## src/verilog/sqg_params.svh

```systemverilog
/*
  Offsets, field positions, masks, reset values and code points of the
  switch QoS / snooping global control group.
  Assumes byte addressing at the printed offsets and 8-bit registers.
*/
`ifndef SQG_PARAMS_SVH
`define SQG_PARAMS_SVH

`define SQG_OFS_DSCP_LAST   16'h035F
`define SQG_OFS_SNOOP_CTRL  16'h0370
`define SQG_OFS_COLOR_MAP   16'h0378
`define SQG_OFS_PTP_EVENT   16'h037C
`define SQG_OFS_PTP_NONEVT  16'h037D
`define SQG_MIN_ADDR_W      10

`define SQG_RST_DSCP_LAST   8'h00
`define SQG_RST_SNOOP_CTRL  8'h00
`define SQG_RST_COLOR_MAP   8'h39
`define SQG_RST_PTP         8'h0F

`define SQG_MSK_DSCP_LAST   8'h77
`define SQG_MSK_SNOOP_CTRL  8'h4D
`define SQG_MSK_COLOR_MAP   8'h3F
`define SQG_MSK_PTP         8'h8F

`define SQG_DSCP_CODE_HI    6'h3F
`define SQG_DSCP_CODE_LO    6'h3E
`define SQG_DSCP_HI_MSB     6
`define SQG_DSCP_HI_LSB     4
`define SQG_DSCP_LO_MSB     2
`define SQG_DSCP_LO_LSB     0

`define SQG_BIT_GROUP_SNOOP 6
`define SQG_BIT_LISTEN_OPT  3
`define SQG_BIT_LISTEN_EN   2
`define SQG_BIT_SNIFF_AND   0

`define SQG_RED_MSB         5
`define SQG_RED_LSB         4
`define SQG_YELLOW_MSB      3
`define SQG_YELLOW_LSB      2
`define SQG_GREEN_MSB       1
`define SQG_GREEN_LSB       0

`define SQG_BIT_PTP_OVR     7
`define SQG_PTP_PRIO_MSB    3
`define SQG_PTP_PRIO_LSB    0

`define SQG_NH_HOP_BY_HOP   8'h00
`define SQG_NH_ICMP4        8'h01
`define SQG_NH_ICMP6        8'h3A
`define SQG_NH_ROUTING      8'h2B
`define SQG_NH_FRAGMENT     8'h2C
`define SQG_NH_ESP          8'h32
`define SQG_NH_AUTH         8'h33
`define SQG_NH_DEST_OPT     8'h3C

`endif

```

## src/verilog/sqg_pkg.sv

```systemverilog
/*
  Types shared by the global control group and its testbench.
  Assumes sqg_params.svh carries all numeric constants.
*/
package sqg_pkg;
  typedef logic [7:0] sqg_byte_t;
  typedef logic [5:0] sqg_dscp_t;
  typedef logic [2:0] sqg_prio3_t;
  typedef logic [3:0] sqg_prio4_t;
  typedef logic [1:0] sqg_color_t;
  typedef enum {
    SQG_SEL_NONE,
    SQG_SEL_DSCP_LAST,
    SQG_SEL_SNOOP_CTRL,
    SQG_SEL_COLOR_MAP,
    SQG_SEL_PTP_EVENT,
    SQG_SEL_PTP_NONEVT
  } sqg_reg_e;
endpackage : sqg_pkg

```

## src/verilog/sqg_global_ctrl.sv

```systemverilog
/*
  Global QoS, snooping and mirror control group of the switch: five
  8-bit registers on a plain strobe port, and the classification
  decisions they steer (DSCP 0x3E/0x3F priority, IGMP/MLD snooping,
  sniff filter, WRED colour DSCP, PTP priority override).
  Assumes all classifier inputs come from logic on sys_clk.
*/
// Chosen here: strobed register access.
`timescale 1ns/100ps
`include "sqg_params.svh"

// Operation
// - DSCP 0x3F uses map bits 6:4
// - DSCP 0x3E uses map bits 2:0
// - Group snoop enable sends IGMP to host
// - Listener snoop enable sends MLD to host
// - Option set: extension headers mark MLD
// - Option clear: ICMP headers mark MLD
// - AND mode needs source and destination match
// - OR mode needs either port match
// - Mirroring also needs per-port ingress setting
// - Red colour DSCP bits 5:4, reset 11
// - Yellow colour DSCP bits 3:2, reset 10
// - Green colour DSCP bits 1:0, reset 01
// - Event override clear uses QoS priority
// - Event override set forces bits 3:0
// - Non-event override clear uses QoS priority
// - Non-event override set forces bits 3:0
module sqg_global_ctrl #(
  parameter int ADDR_W = 16
) (
  input  wire logic              sys_clk,
  input  wire logic              reset,
  input  wire logic              clkEn,
  input  wire logic [ADDR_W-1:0] regAddr,
  input  wire sqg_pkg::sqg_byte_t regWdata,
  input  wire logic              regWr,
  input  wire logic              regRd,
  output sqg_pkg::sqg_byte_t     regRdata,
  input  wire logic              dscpValid,
  input  wire sqg_pkg::sqg_dscp_t dscpIn,
  output logic                   dscpHit,
  output sqg_pkg::sqg_prio3_t    dscpPrio,
  input  wire logic              pktIsIgmp,
  output logic                   igmpToHost,
  input  wire logic              ipv6Valid,
  input  wire sqg_pkg::sqg_byte_t nextHdr,
  input  wire sqg_pkg::sqg_byte_t hopNextHdr,
  output logic                   mldToHost,
  input  wire logic              mirValid,
  input  wire logic              portMirrorEn,
  input  wire logic              srcMatch,
  input  wire logic              dstMatch,
  output logic                   mirrorFrame,
  output sqg_pkg::sqg_color_t    redDscp,
  output sqg_pkg::sqg_color_t    yellowDscp,
  output sqg_pkg::sqg_color_t    greenDscp,
  input  wire logic              ptpValid,
  input  wire logic              ptpIsEvent,
  input  wire sqg_pkg::sqg_prio4_t qosPrio,
  output logic                   ptpEvValid,
  output sqg_pkg::sqg_prio4_t    ptpEvPrio,
  output logic                   ptpNeValid,
  output sqg_pkg::sqg_prio4_t    ptpNePrio
);
  import sqg_pkg::*;

  if (ADDR_W < `SQG_MIN_ADDR_W || ADDR_W > 16) begin : g_bad_addr
    $error("sqg_global_ctrl: ADDR_W must lie in 10..16");
  end

  sqg_byte_t dscpLast_q;
  sqg_byte_t snoopCtrl_q;
  sqg_byte_t colorMap_q;
  sqg_byte_t ptpEvent_q;
  sqg_byte_t ptpNonEvt_q;
  sqg_byte_t regRdata_q;
  sqg_byte_t regRdata_d;
  sqg_reg_e  regSel;
  logic      listenMatch;

  function automatic sqg_reg_e decodeAddr(input logic [ADDR_W-1:0] a);
    decodeAddr = SQG_SEL_NONE;
    if (a == ADDR_W'(`SQG_OFS_DSCP_LAST)) begin
      decodeAddr = SQG_SEL_DSCP_LAST;
    end else if (a == ADDR_W'(`SQG_OFS_SNOOP_CTRL)) begin
      decodeAddr = SQG_SEL_SNOOP_CTRL;
    end else if (a == ADDR_W'(`SQG_OFS_COLOR_MAP)) begin
      decodeAddr = SQG_SEL_COLOR_MAP;
    end else if (a == ADDR_W'(`SQG_OFS_PTP_EVENT)) begin
      decodeAddr = SQG_SEL_PTP_EVENT;
    end else if (a == ADDR_W'(`SQG_OFS_PTP_NONEVT)) begin
      decodeAddr = SQG_SEL_PTP_NONEVT;
    end
  endfunction : decodeAddr

  // Next-header sets that qualify as listener discovery
  function automatic logic isListenerHdr(input sqg_byte_t h, input logic opt);
    if (opt) begin
      isListenerHdr = (h == `SQG_NH_ROUTING) || (h == `SQG_NH_FRAGMENT) ||
                      (h == `SQG_NH_ESP) || (h == `SQG_NH_AUTH) ||
                      (h == `SQG_NH_DEST_OPT);
    end else begin
      isListenerHdr = (h == `SQG_NH_ICMP4) || (h == `SQG_NH_ICMP6);
    end
  endfunction : isListenerHdr

  assign regSel = decodeAddr(regAddr);

  // Masks drop writes to reserved positions
  always_ff @(posedge sys_clk or posedge reset) begin
    if (reset) begin
      dscpLast_q <= `SQG_RST_DSCP_LAST;
    end else if (clkEn && regWr && regSel == SQG_SEL_DSCP_LAST) begin
      dscpLast_q <= regWdata & `SQG_MSK_DSCP_LAST;
    end
  end

  always_ff @(posedge sys_clk or posedge reset) begin
    if (reset) begin
      snoopCtrl_q <= `SQG_RST_SNOOP_CTRL;
    end else if (clkEn && regWr && regSel == SQG_SEL_SNOOP_CTRL) begin
      snoopCtrl_q <= regWdata & `SQG_MSK_SNOOP_CTRL;
    end
  end

  always_ff @(posedge sys_clk or posedge reset) begin
    if (reset) begin
      colorMap_q <= `SQG_RST_COLOR_MAP;
    end else if (clkEn && regWr && regSel == SQG_SEL_COLOR_MAP) begin
      colorMap_q <= regWdata & `SQG_MSK_COLOR_MAP;
    end
  end

  always_ff @(posedge sys_clk or posedge reset) begin
    if (reset) begin
      ptpEvent_q <= `SQG_RST_PTP;
    end else if (clkEn && regWr && regSel == SQG_SEL_PTP_EVENT) begin
      ptpEvent_q <= regWdata & `SQG_MSK_PTP;
    end
  end

  always_ff @(posedge sys_clk or posedge reset) begin
    if (reset) begin
      ptpNonEvt_q <= `SQG_RST_PTP;
    end else if (clkEn && regWr && regSel == SQG_SEL_PTP_NONEVT) begin
      ptpNonEvt_q <= regWdata & `SQG_MSK_PTP;
    end
  end

  always_comb begin
    regRdata_d = 8'h00;
    if (regRd) begin
      unique case (regSel)
        SQG_SEL_DSCP_LAST:  regRdata_d = dscpLast_q;
        SQG_SEL_SNOOP_CTRL: regRdata_d = snoopCtrl_q;
        SQG_SEL_COLOR_MAP:  regRdata_d = colorMap_q;
        SQG_SEL_PTP_EVENT:  regRdata_d = ptpEvent_q;
        SQG_SEL_PTP_NONEVT: regRdata_d = ptpNonEvt_q;
        SQG_SEL_NONE:       regRdata_d = 8'h00;
      endcase
    end
  end

  // Read data only in the cycle after a clkEn strobe, zero after that; held while clkEn is low
  always_ff @(posedge sys_clk or posedge reset) begin
    if (reset) begin
      regRdata_q <= 8'h00;
    end else if (clkEn) begin
      regRdata_q <= regRdata_d;
    end
  end

  assign regRdata = regRdata_q;

  always_ff @(posedge sys_clk or posedge reset) begin
    if (reset) begin
      dscpHit  <= 1'b0;
      dscpPrio <= 3'h0;
    end else if (clkEn) begin
      dscpHit <= dscpValid &&
                 (dscpIn == `SQG_DSCP_CODE_HI || dscpIn == `SQG_DSCP_CODE_LO);
      if (dscpValid && dscpIn == `SQG_DSCP_CODE_HI) begin
        dscpPrio <= dscpLast_q[`SQG_DSCP_HI_MSB:`SQG_DSCP_HI_LSB];
      end else if (dscpValid && dscpIn == `SQG_DSCP_CODE_LO) begin
        dscpPrio <= dscpLast_q[`SQG_DSCP_LO_MSB:`SQG_DSCP_LO_LSB];
      end
    end
  end

  always_ff @(posedge sys_clk or posedge reset) begin
    if (reset) begin
      igmpToHost <= 1'b0;
    end else if (clkEn) begin
      igmpToHost <= pktIsIgmp && snoopCtrl_q[`SQG_BIT_GROUP_SNOOP];
    end
  end

  // Direct header, or hop-by-hop header followed by a qualifying one
  assign listenMatch =
    isListenerHdr(nextHdr, snoopCtrl_q[`SQG_BIT_LISTEN_OPT]) ||
    (nextHdr == `SQG_NH_HOP_BY_HOP &&
     isListenerHdr(hopNextHdr, snoopCtrl_q[`SQG_BIT_LISTEN_OPT]));

  always_ff @(posedge sys_clk or posedge reset) begin
    if (reset) begin
      mldToHost <= 1'b0;
    end else if (clkEn) begin
      mldToHost <= ipv6Valid && listenMatch &&
                   snoopCtrl_q[`SQG_BIT_LISTEN_EN];
    end
  end

  // Global filter alone never mirrors; the port setting must agree
  always_ff @(posedge sys_clk or posedge reset) begin
    if (reset) begin
      mirrorFrame <= 1'b0;
    end else if (clkEn) begin
      mirrorFrame <= mirValid && portMirrorEn &&
                     (snoopCtrl_q[`SQG_BIT_SNIFF_AND] ?
                      (srcMatch && dstMatch) :
                      (srcMatch || dstMatch));
    end
  end

  assign redDscp    = colorMap_q[`SQG_RED_MSB:`SQG_RED_LSB];
  assign yellowDscp = colorMap_q[`SQG_YELLOW_MSB:`SQG_YELLOW_LSB];
  assign greenDscp  = colorMap_q[`SQG_GREEN_MSB:`SQG_GREEN_LSB];

  sqg_prio_override #(
    .PRIO_W(4)
  ) u_event_prio (
    .sys_clk    (sys_clk),
    .reset      (reset),
    .clkEn      (clkEn),
    .msgValid   (ptpValid && ptpIsEvent),
    .overrideEn (ptpEvent_q[`SQG_BIT_PTP_OVR]),
    .forcedPrio (ptpEvent_q[`SQG_PTP_PRIO_MSB:`SQG_PTP_PRIO_LSB]),
    .qosPrio    (qosPrio),
    .prioValid  (ptpEvValid),
    .prio       (ptpEvPrio)
  );

  sqg_prio_override #(
    .PRIO_W(4)
  ) u_nonevent_prio (
    .sys_clk    (sys_clk),
    .reset      (reset),
    .clkEn      (clkEn),
    .msgValid   (ptpValid && !ptpIsEvent),
    .overrideEn (ptpNonEvt_q[`SQG_BIT_PTP_OVR]),
    .forcedPrio (ptpNonEvt_q[`SQG_PTP_PRIO_MSB:`SQG_PTP_PRIO_LSB]),
    .qosPrio    (qosPrio),
    .prioValid  (ptpNeValid),
    .prio       (ptpNePrio)
  );
endmodule : sqg_global_ctrl

```

## src/verilog/sqg_prio_override.sv

```systemverilog
/*
  Registered priority selector for one PTP message class: forced priority
  while override is set, else the classified QoS priority.
  Assumes all inputs come from logic on sys_clk.
*/
`timescale 1ns/100ps
module sqg_prio_override #(
  parameter int PRIO_W = 4
) (
  input  wire logic              sys_clk,
  input  wire logic              reset,
  input  wire logic              clkEn,
  input  wire logic              msgValid,
  input  wire logic              overrideEn,
  input  wire logic [PRIO_W-1:0] forcedPrio,
  input  wire logic [PRIO_W-1:0] qosPrio,
  output logic                   prioValid,
  output logic      [PRIO_W-1:0] prio
);
  if (PRIO_W < 1) begin : g_bad_width
    $error("sqg_prio_override: PRIO_W must be at least 1");
  end

  always_ff @(posedge sys_clk or posedge reset) begin
    if (reset) begin
      prioValid <= 1'b0;
    end else if (clkEn) begin
      prioValid <= msgValid;
    end
  end

  // Priority held between messages so the queue side may sample late
  always_ff @(posedge sys_clk or posedge reset) begin
    if (reset) begin
      prio <= '0;
    end else if (clkEn && msgValid) begin
      prio <= overrideEn ? forcedPrio : qosPrio;
    end
  end
endmodule : sqg_prio_override
```

## config.mk

```make
export PLATFORM = sky130hd
export DESIGN_NAME = sqg_global_ctrl
export DESIGN_NICKNAME = d
export VERILOG_FILES = /design/src/verilog/sqg_pkg.sv /design/src/verilog/sqg_global_ctrl.sv /design/src/verilog/sqg_prio_override.sv
export VERILOG_INCLUDE_DIRS = /design/src /design/src/verilog
export SDC_FILE = /design/constraint.sdc
export NUM_CORES = 1
export LEC_CHECK = 0
export ABC_CLOCK_PERIOD_IN_PS = 2300
export BUFFER_PORTS_ARGS = -buffer_cell sky130_fd_sc_hd__buf_2
export CORE_UTILIZATION = 50
export DETAILED_ROUTE_END_ITERATION = 8
export PLACE_DENSITY = 0.8
export REMOVE_ABC_BUFFERS = 1
export SETUP_SLACK_MARGIN = 0.3
export SLEW_MARGIN = 20
export SYNTH_ARGS = -nofsm -noshare
export SYNTH_HDL_FRONTEND = slang
export SYNTH_SLANG_ARGS = --single-unit
export TNS_END_PERCENT = 100
```

## constraint.sdc

```tcl
create_clock -name sys_clk -period 2.3 [get_ports sys_clk]
set_input_delay 0.69 -clock sys_clk [delete_from_list [all_inputs] [get_ports sys_clk]]
set_output_delay 0.69 -clock sys_clk [all_outputs]
set_load 0.03 [all_outputs]
```

# --- Word level (Yosys, flattened, before mapping) ---
# Index checks and enable logic that the tools add are counted.
word_totals:
  reg_bits: 51
  input_bits: 64
  output_inout_bits: 31
  elab_cells: 98
op_classes:
  n_eq_ne: 31
  muxes: 14
  n_reduce_logical: 38
ops:
  columns: ["op", "count"]
  rows:
  - ["32-bit by 3-bit == test with 1-bit output, second input constant", 4]
  - ["32-bit by 2-bit == test with 1-bit output, second input constant", 3]
  - ["8-bit by 6-bit == test with 1-bit output, second input constant", 12]
  - ["16-bit by 10-bit == test with 1-bit output, second input constant", 5]
  - ["32-bit by 4-bit == test with 1-bit output, second input constant", 2]
  - ["32-bit two-way mux", 2]
  - ["8-bit case mux with 6 select lines", 1]
  - ["32-bit by 1-bit == test with 1-bit output, second input constant", 1]
  - ["32-bit logical NOT", 1]
  - ["1-bit logical AND", 20]
  - ["8-bit by 1-bit == test with 1-bit output, second input constant", 2]
  - ["3-bit two-way mux", 5]
  - ["1-bit logical OR", 13]
  - ["6-bit == test, second input constant", 2]
  - ["8-bit logical NOT", 1]
  - ["4-bit two-way mux", 2]
  - ["8-bit two-way mux", 1]
  - ["1-bit two-way mux", 3]
  - ["2-bit AND reduction", 1]
  - ["2-bit nonzero test", 1]
  - ["1-bit logical NOT", 1]

# --- Logic depth before layout (Yosys ltp) ---
# Gate-level depths: netlist (run 1).
depth:
  depth_word: 10
  mapped_depth: 7
  depth_no_buf: 5

# --- Modules after synthesis ---
# From an unflattened synthesis (run 1), not the netlist that was laid out.
hier_totals:
  cells_unflattened: 248
  hier_area_um2: 2635.0
by_module_without_submodules:
  columns: ["mod", "n_inst", "cells_per_inst", "area_each_um2", "seq_area_each_um2"]
  rows:
  - ["sqg_global_ctrl", 1, 204, 2154.6, 1041.0]
  - ["sqg_prio_override", 2, 22, 240.2, 125.1]

# --- Worst setup path after synthesis (run 1) ---
# Ideal clock, no wire load.
synth_timing:
  path_kind: "input-to-reg"
  start: "input port regAddr[15]"
  end: "register dscpLast_q[0]"
  setup_time_ns: 0.125
  arrival_ns: 2.009
  slack_ns: 0.166
  stages: 6
  path_buffers: 1
  cell_sequence: "nor4b_4 nand2_2 and4b_1 and2b_1 buf_4 mux2_2"
synth_via:
  elab_chain_len: 8
  word_cells_on_any_way: 12
  cone_classes: "6 x eq/ne; 5 x mux; 1 x reduce/logical"
synth_rtl:
  columns: ["element", "line_no", "text"]
  rows:
  - ["from (decl)", "sqg_global_ctrl.sv:35", "input wire logic [ADDR_W-1:0] regAddr,"]
  - ["16-bit by 10-bit == test with 1-bit output", "sqg_global_ctrl.sv:92", "end else if (a == ADDR_W'(`SQG_OFS_PTP_NONEVT)) begin"]
  - ["3-bit two-way mux", "sqg_global_ctrl.sv:92", null]
  - ["3-bit two-way mux", "sqg_global_ctrl.sv:90", "end else if (a == ADDR_W'(`SQG_OFS_PTP_EVENT)) begin"]
  - ["3-bit two-way mux", "sqg_global_ctrl.sv:88", "end else if (a == ADDR_W'(`SQG_OFS_COLOR_MAP)) begin"]
  - ["32-bit two-way mux", "sqg_global_ctrl.sv:86", "end else if (a == ADDR_W'(`SQG_OFS_SNOOP_CTRL)) begin"]
  - ["32-bit two-way mux *", "sqg_global_ctrl.sv:84", "if (a == ADDR_W'(`SQG_OFS_DSCP_LAST)) begin"]
  - ["32-bit by 2-bit == test with 1-bit output *", "sqg_global_ctrl.sv:114", "end else if (clkEn && regWr && regSel == SQG_SEL_DSCP_LAST) begin"]
  - ["1-bit logical AND *", "sqg_global_ctrl.sv:114", null]
  - ["to (signal assigned)", "sqg_global_ctrl.sv:113", "dscpLast_q <= `SQG_RST_DSCP_LAST;"]
  - ["to (signal assigned)", "sqg_global_ctrl.sv:115", "dscpLast_q <= regWdata & `SQG_MSK_DSCP_LAST;"]
  - ["to (decl)", "sqg_global_ctrl.sv:72", "sqg_byte_t dscpLast_q;"]
# Mark *: on every way between the ends. The rest lies on a longest branch, timed or not.
# A chain may end at the register's enable or synchronous reset.

# --- Worst setup path in the final report (run 1) ---
layout_timing:
  start: "input port regAddr[7]"
  end: "register dscpLast_q[4]"
# The elaborated chain is that of the path after synthesis.

==> results of run 1 <==
cells by family (layout without fill, tap and decap cells):
kind of cell,count (synthesis),in the layout
AOI/OAI and AO/OA,56,56
DFF,51,51
buffers and inverters,27,134
muxes,39,39
and+or+nand+nor,74,74
worst max-delay path, stage by stage:
cell,delay (ns)
buf_2,0.12
nor4b_4,0.37
nand2_2,0.11
and4b_1,0.31
and2b_4,0.25
mux2_2,0.35
metal layers:
metal / share of wire / wire length (um) / global-route usage / up-vias
met5: 0 / 0 / 0 / -
met4: 0.013 / 85 / 0.0818 / 0
met3: 0.046 / 288 / 0.0415 / 9
met2: 0.49 / 3080 / 0.390 / 76
met1: 0.45 / 2860 / 0.306 / 1065
li1: - / - / - / 1107
cells in the mapped netlist (2+ instances only):
library cell and n:
mux2_2 21, nand3_1 8, and3_1 2, nand2_1 20, o21ai_0 24, and2_1 2, nand4_1 5, a21oi_1 8
nor3_1 4, dfrtp_1 39, clkbuf_1 5, buf_4 2, dfstp_2 12, mux2_4 5, nor2_1 9, a32oi_1 3
nor2b_1 3, mux2i_1 13, and4b_1 2, inv_1 17, o2bb2ai_1 2, o22ai_1 11
worst paths after layout:
kind / start / to / slack, ns / cells after the start
setup / recovery: regAddr[7] / dscpLast_q[4]$_DFFE_PP0P_ / 0.29 / 6
hold / removal: reset / u_event_prio.prioValid$_DFFE_PP0P_ / 0.39 / 2
setup reg to reg: snoopCtrl_q[3]$_DFFE_PP0P_ / mldToHost$_DFFE_PP0P_ / 0.80 / 4
hold reg to reg: u_nonevent_prio.prio[1]$_DFFE_PP0P_ / u_nonevent_prio.prio[1]$_DFFE_PP0P_ / 0.48 / 2
max in group asynchronous: reset / colorMap_q[3]$_DFFE_PP1P_ / 1.31 / 3
min in group sys_clk: u_nonevent_prio.prio[1]$_DFFE_PP0P_ / u_nonevent_prio.prio[1]$_DFFE_PP0P_ / 0.48 / 2
state kept, by name, summed over array words and instances (netlist names):
register	cells
ptpNonEvt_q	5
colorMap_q	6
u_event_prio.prio	4
mldToHost	1
regRdata	8
mirrorFrame	1
snoopCtrl_q	4
dscpPrio	3
ptpEvent_q	5
u_nonevent_prio.prioValid	1
igmpToHost	1
dscpLast_q	6
u_nonevent_prio.prio	4
dscpHit	1
u_event_prio.prioValid	1
stage by stage:
| stage | TNS [ns] | area, um2 |
|---|---|---|
| finish | 0 | 3410 |
| global route | 0 | 3410 |
| CTS | 0 | 3380 |
| detailed placement | -0.440 | 3280 |
| global placement | -0.179 | 3280 |
| floorplan | 0 | 2610 |
area by class of cell:
cell class | instances | area [um2]
clock buffers | 6 | 82.6
fillers | 433 | 1690
clock inverters | 2 | 16.3
repair buffers | 109 | 599
multi-input cells | 169 | 1270
inverters | 17 | 63.8
flip-flops and latches | 51 | 1290
well taps | 70 | 87.6
what timing repair did:
item / CTS / global route
endpoints found under the setup margin: 6 / 8
pin swaps: 0 / 2
buffers inserted: 0 / 2
gates resized for setup: 1 / 6
report_power, final:
group	switching, mW	internal, mW	total (mW)
clock	0.303	0.246	0.549
combinational	0.168	0.0995	0.268
sequential	0.0122	0.924	0.936
total	0.483	1.27	1.75
==> flow_summary.ini, run 1 <==
[global_routing]
grt_pass1_wl_um = 9760
track_usage = 0.233
overflow = 0
antenna_found_initial = 0
grt_pass1_vias = 2119
grt_start_max_net_pins = 30

[timing]
setup_viol = 0
finalHoldViolCount = 0
relSlewSlack = 0.675
fin_crit_sh = 0.872
worst_slew_pin_slew_ns = 0.486
fmax_mhz = 498
layout_min_cycle_time_ns = 2.01
fin_skew_ns = 0.00402
timing.hold.ws_ns = 0.393
worst_slack_ns = 0.294
rsz0062_at_grt = true
slew_violations = 0

[clock_network]
clock-sinks = 51
cts_hold_buf = 0
cts_root_buffer = clkbuf_8
cts_tree = yes
cts_htree_levels = 2
cts_buffers = 5
clk_path_buf_depth = 2
clk_latency_ns = 0.30
clk_pin_slew_ns = 0.09

[floorplan]
io_pins = 95
initial_core_util = 0.522
die_y_um = 75.0
die_w_um = 75.0
core_area_um2 = 5110
row_count = 26
dieArea_um2 = 5630

[synthesis]
synth_xor_area_frac = 0
synth_largest_area_cell = dfrtp_1
synth_area_leaders = dfrtp_1 37%, dfstp_2 12%, mux2_2 8.9%, mux2i_1 4.9%, o21ai_0 4.5%
synthAdderAreaFrac = 0
synthMuxAreaShare = 0.166
syn-cell-area_um2 = 2670
yosys.area_share.simple = 0.177
synthArstFlopShare = 1.00
syn_avg_cell_area_um2 = 10.8
synth_edf_count = 0
synth_top_area_share = 0.366
synth_compound_area_frac = 0.128
ys_seq_area_frac = 0.485
ys_dominant_reg_cell = dfrtp_1
synthCells = 247
ys_ff_latch = 51
synth.distinct_cells = 52
ys_warn_count = 0
synth_top_family_by_area = simple AND/OR/NAND/NOR gates

[layout]
antenna_cells = 0
utilization = 0.668
layout.nets = 417
drive_gt1_frac = 0.475
area.growth.synth_to_final_pct = 28.1
final_cell_mix = 94 x buf_2, 39 x dfrtp_1, 24 x o21ai_0
final_common_cell = buf_2
final_cells = 424

[routing]
ant_nets = 0
via_per_inst = 5.32
vias = 2257
drtIter0Drc = 94
routedWlPerCell_um = 14.9
drc = 0
totalWireLength_um = 6310
first_pass_iters = 4

[hold_path]
hp-class = in2async

[power_and_ir_drop]
ir_worst_vdd_v = 0.000364
cellPowerDensity_nw_per_um2 = 514
leakagePower_nw = 1.65
power.total_mw = 1.75

[critical_path]
endpoint_kind = flop
crit_path_start_kind = input port
cp.arrival_ns = 2.20
critPathMaxFanout = 6
critical_path_class = in2reg
required_ns = 2.50

[place]
pre_cts_ws_ns = -0.0813
placed_cells = 414
io_buffers = 94
place_hpwl_um = 4790
routabilityCongestion = 0.848

[run_status]
status = complete, no violations

[flow_run]
maxCapViolCount = 0
No activity file was read; power rests on OpenSTA's default activity.
==> run 2, diff against run 1 <==
- CORE_UTILIZATION: 50 -> 40
- PLACE_DENSITY: 0.8 -> 0.67
==> run 2 against run 1 <==
- fmax increased by 1.1%
- register-to-register slack hardly changed
- count of clock-buffer cells in the layout is the same
- sequential power is essentially flat
- routed wire length rose by 1.2%
- non-clock buffer count is 1 lower
- clock skew up 0.00071 ns
- hold slack gained 0.013 ns
- global-route usage fell by 4.7 points
- critical endpoint is now dscpLast_q[2]$_DFFE_PP0P_
==> flow_summary.ini, run 2 (synthesis results as in run 1) <==
[layout]
final_cell_mix = 94 x buf_2, 39 x dfrtp_1, 24 x o21ai_0
area.growth.synth_to_final_pct = 29.9
antenna_cells = 0
fillCellCount = 580
layout.nets = 416
final_common_cell = buf_2
largest_register_ffs = 8
drive_gt1_frac = 0.473

[place]
io_buffers = 94
pre_cts_ws_ns = -0.0697
place_hpwl_um = 4960
routabilityCongestion = 0.830

[clock_network]
clk_latency_ns = 0.30
clk_pin_slew_ns = 0.09
cts_root_buffer = clkbuf_8
cts_hold_buf = 0
clk_path_buf_depth = 2
cts_htree_levels = 2
cts_buffers = 5
clock-sinks = 51
cts_tree = yes

[critical_path]
critPathMaxFanout = 6
cp_slowest_cell = nor4b_4
crit_path_start_kind = input port
rrSetupSlack_ns = 0.79
crit_buf_inv = 1
required_ns = 2.49
crit_chain = buf_2 > nor4b_4 > nand2_2 > and4b_1 > and2b_4 > mux2_4
critical_path_class = in2reg
crit_path_max_incr_delay_ns = 0.38
crit_family = simple AND/OR/NAND/NOR gates
cp.arrival_ns = 2.18
endpoint_kind = flop

[timing]
fin_skew_ns = 0.00473
slew_violations = 0
worst_slack_ns = 0.317
relSlewSlack = 0.666
rsz0062_at_grt = true
fmax_mhz = 504
fin_crit_sh = 0.862
layout_min_cycle_time_ns = 1.98
finalHoldViolCount = 0
worst_slew_pin_slew_ns = 0.501
timing.hold.ws_ns = 0.407
setup_viol = 0

[global_routing]
grt.met2_usage = 0.300
grt_start_max_net_pins = 31
antenna_found_initial = 0
overflow = 0
grt.busiest_layer = met2
grt_pass1_vias = 2244
grtUsageMet1 = 0.249
grt_pass1_wl_um = 10600
track_usage = 0.187
use_met3 = 0.0445

[floorplan]
core_area_um2 = 6390
row_count = 29
die_y_um = 83.6
io_pins = 95
dieArea_um2 = 6990
initial_core_util = 0.417
die_w_um = 83.6

[hold_path]
hp-class = in2async

[routing]
ant_nets = 0
first_pass_iters = 4
totalWireLength_um = 6380
vias = 2277
drtIter0Drc = 109
via_per_inst = 5.30
routedWlPerCell_um = 14.8
drc = 0

[power_and_ir_drop]
power.total_mw = 1.93
leakagePower_nw = 1.67
cellPowerDensity_nw_per_um2 = 559
ir_worst_vdd_v = 0.000400

[flow_run]
maxCapViolCount = 0

[run_status]
status = complete, no violations
==> run 2: cell count changes in the layout (fill, tap and decap cells not counted), sizes merged <==
cell	change
clkinv	-1
bufinv	+2
buf	-1
clkinvlp	-1
==> run 2: metal layers <==
metal  share of wire  wire, um
met1            0.45      2890
met3           0.063       403
met2            0.47      2990
met5               0         0
met4           0.017       106
==> run 2: power breakdown <==
group          leakage [nW]  internal [mW]  switching, mW
Sequential            0.654          0.924         0.0120
Combinational         0.950         0.0985          0.166
Clock                0.0654          0.435          0.298
Total                  1.67           1.46          0.476
==> run 2: final timing paths <==
check | to | from | cells after the start
hold / removal | u_event_prio.prio[0]$_DFFE_PP0P_ | reset | 2
min in group sys_clk | u_nonevent_prio.prio[2]$_DFFE_PP0P_ | u_nonevent_prio.prio[2]$_DFFE_PP0P_ | 2
setup reg to reg | mldToHost$_DFFE_PP0P_ | snoopCtrl_q[3]$_DFFE_PP0P_ | 4
setup / recovery | dscpLast_q[2]$_DFFE_PP0P_ | regAddr[15] | 6
hold reg to reg | u_nonevent_prio.prio[2]$_DFFE_PP0P_ | u_nonevent_prio.prio[2]$_DFFE_PP0P_ | 2
max in group asynchronous | colorMap_q[5]$_DFFE_PP1P_ | reset | 3
==> run 2: metrics by stage <==
step / cell area (um2) / instances / TNS [ns] / util
floorplan: 2610 / 237 / 0 / -
CTS: 3420 / 429 / 0 / 0.536
detailed placement: 3270 / 419 / -0.423 / 0.512
global route: 3460 / 430 / 0 / 0.542
finish: 3460 / 430 / 0 / 0.542
global placement: 3270 / 419 / -0.216 / 0.512
==> run 2: layout make-up <==
| type | instances | area, um2 | share of cell area |
|---|---|---|---|
| tap | 77 | 96.3 | 0.0278 |
| multi-input combinational | 169 | 1280 | 0.371 |
| clock inverter | 2 | 60.1 | 0.0174 |
| clock buffer | 6 | 72.6 | 0.0210 |
| sequential | 51 | 1290 | 0.373 |
| timing repair buffer | 108 | 592 | 0.171 |
| inverter | 17 | 63.8 | 0.0184 |
==> run 2: timing repair <==
item | in CTS | in global routing
setup buffers | 2 | 1
endpoints found under the setup margin | 7 | 10
pin swaps | 2 | 4
resized for setup | 1 | 9
==> run 2: worst reg2reg max path: stages (launching register included) <==
cell and delay [ns]:
dfrtp_1 0.51, or4_1 0.55, o21ai_0 0.16, a21oi_1 0.08, o21ai_0 0.16
==> run 3, diff against run 2 <==
- CELL_PAD_IN_SITES_DETAIL_PLACEMENT: default -> 1
- CELL_PAD_IN_SITES_GLOBAL_PLACEMENT: default -> 2
- CORE_UTILIZATION: 40 -> 30
- PLACE_DENSITY: 0.67 -> default
- PLACE_DENSITY_LB_ADDON: default -> 0.1
==> run 3 against run 2 <==
- cell count rose by 7.2%
- register-to-register slack barely moved
- sequential cell count did not move
- die area rose by 32%
- setup slack got worse by 0.0026 ns
- count of clock-buffer cells in the layout did not move
- clock power barely moved
- global-route usage fell by 2.2 points
- combinational power rose by 3%
- routed wire length rose by 15%
- critical path depth did not move
- critical path type unchanged
- critical endpoint is now dscpLast_q[0]$_DFFE_PP0P_
- largest cell class unchanged
==> flow_summary.ini, run 3 (synthesis results as in run 1) <==
[critical_path]
crit_path_start_kind = input port
timing.rr.end = mldToHost$_DFFE_PP0P_
r2r_cells = 4
critPathMaxFanout = 6
crit_path_max_incr_delay_ns = 0.40
cp.arrival_ns = 2.17
crit_chain = buf_6 > nor4b_4 > nand2_2 > and4b_1 > and2b_4 > mux2_4
rrSetupSlack_ns = 0.79
required_ns = 2.49
cp_slowest_cell = nor4b_4
rr_startpoint = snoopCtrl_q[3]$_DFFE_PP0P_
endpoint_kind = flop
critical_path_class = in2reg

[place]
pre_cts_ws_ns = -0.121
io_buffers = 94
place_hpwl_um = 5800
routabilityCongestion = 0.784

[routing]
drtIter0Drc = 32
vias = 2257
ant_nets = 0
first_pass_iters = 4
routedWlPerCell_um = 15.9
drc = 0
totalWireLength_um = 7330
via_per_inst = 4.90

[layout]
final_common_cell = buf_2
largest_register_ffs = 8
drive_gt1_frac = 0.470
antenna_cells = 0
area.growth.synth_to_final_pct = 31.5
layout.nets = 416
fillCellCount = 1032
final_cell_mix = 92 x buf_2, 39 x dfrtp_1, 24 x o21ai_0

[clock_network]
clk_pin_slew_ns = 0.10
cts_tree = yes
cts_root_buffer = clkbuf_8
clk_path_buf_depth = 2
clock-sinks = 51
cts_hold_buf = 0
cts_htree_levels = 2
cts_buffers = 5
clk_latency_ns = 0.30

[flow_run]
maxCapViolCount = 0

[timing]
worst_slack_ns = 0.314
fin_skew_ns = 0.0103
setup_viol = 0
fin_crit_sh = 0.863
fmax_mhz = 504
rsz0062_at_grt = true
worst_slew_pin_slew_ns = 0.466
finalHoldViolCount = 0
layout_min_cycle_time_ns = 1.99
tns_ns = 0
slew_violations = 0
relSlewSlack = 0.689

[floorplan]
die_w_um = 96.3
row_count = 34
initial_core_util = 0.307
core_area_um2 = 8680
dieArea_um2 = 9260
io_pins = 95
die_y_um = 96.3

[global_routing]
antenna_found_initial = 0
track_usage = 0.165
grt_pass1_wl_um = 11500
grt_start_max_net_pins = 25
grt_pass1_vias = 2287
overflow = 0

[power_and_ir_drop]
ir_worst_vdd_v = 0.000223
leakagePower_nw = 1.67
cellPowerDensity_nw_per_um2 = 555

[hold_path]
hp-class = in2async

[run_status]
status = complete, no violations
==> run 3: cell types whose count changed in the layout (fill, tap and decap cells not counted) <==
cell / before / now
or3_1: 0 / 1
buf_6: 1 / 2
buf_4: 12 / 13
or3_4: 1 / 0
buf_2: 94 / 92
==> run 3: through the flow <==
step / area [um2] / std cells / util / hold WS, ns / power, mW
after CTS: 3470 / 461 / 0.400 / 0.397 / 1.98
after detailed placement: 3330 / 453 / 0.384 / 0.471 / 1.23
after global routing: 3500 / 461 / 0.404 / 0.407 / 2.03
after floorplan: 2610 / 237 / - / 0.492 / 1.08
after global placement: 3330 / 453 / 0.384 / 0.455 / 1.22
final: 3500 / 461 / 0.404 / 0.384 / 1.94
==> run 3: routing by layer <==
metal	up-vias	global-route usage	routed length [um]
met4	0	0.0410	57
li1	1103	-	-
met3	4	0.0300	330
met5	-	0	0
met1	1099	0.225	3460
met2	51	0.270	3490
==> run 3: area by class of cell <==
| class | count | area [um2] | share of cell area |
|---|---|---|---|
| repair buffers | 108 | 601 | 0.171 |
| well taps | 108 | 135 | 0.0386 |
| inverters | 17 | 63.8 | 0.0182 |
| clock inverters | 2 | 60.1 | 0.0171 |
| flip-flops and latches | 51 | 1290 | 0.369 |
| multi-input cells | 169 | 1280 | 0.365 |
| clock buffers | 6 | 72.6 | 0.0207 |
==> run 3: worst max path at each step <==
stage                                      to  cells past startpoint  slack, ns         from
CTS                 dscpLast_q[5]$_DFFE_PP0P_                      6       0.27   regAddr[7]
global placement    dscpLast_q[4]$_DFFE_PP0P_                      6      -0.09  regAddr[15]
floorplan           dscpLast_q[0]$_DFFE_PP0P_                      5       0.15  regAddr[15]
global route        dscpLast_q[2]$_DFFE_PP0P_                      6       0.29  regAddr[15]
finish              dscpLast_q[0]$_DFFE_PP0P_                      6       0.31  regAddr[15]
detailed placement  dscpLast_q[5]$_DFFE_PP0P_                      6      -0.12  regAddr[15]
==> run 3: where the power goes <==
part / switching [mW] / internal [mW] / total, mW
clock network: 0.300 / 0.435 / 0.735
logic: 0.171 / 0.101 / 0.272
registers: 0.0127 / 0.924 / 0.937
==> run 3: repair_timing <==
| action | 4_1_cts | 5_1_grt |
|---|---|---|
| pin swaps | 4 | 2 |
| endpoints found under the setup margin | 7 | 8 |
| gates resized for setup | 1 | 9 |
| setup buffers | 0 | 0 |
==> run 3: worst max-delay path: cells and delay by family <==
| family | cells | cell delay [ns] |
|---|---|---|
| and+or+nand+nor | 4 | 1.08 |
| buffers and inverters | 1 | 0.09 |
| muxes | 1 | 0.31 |
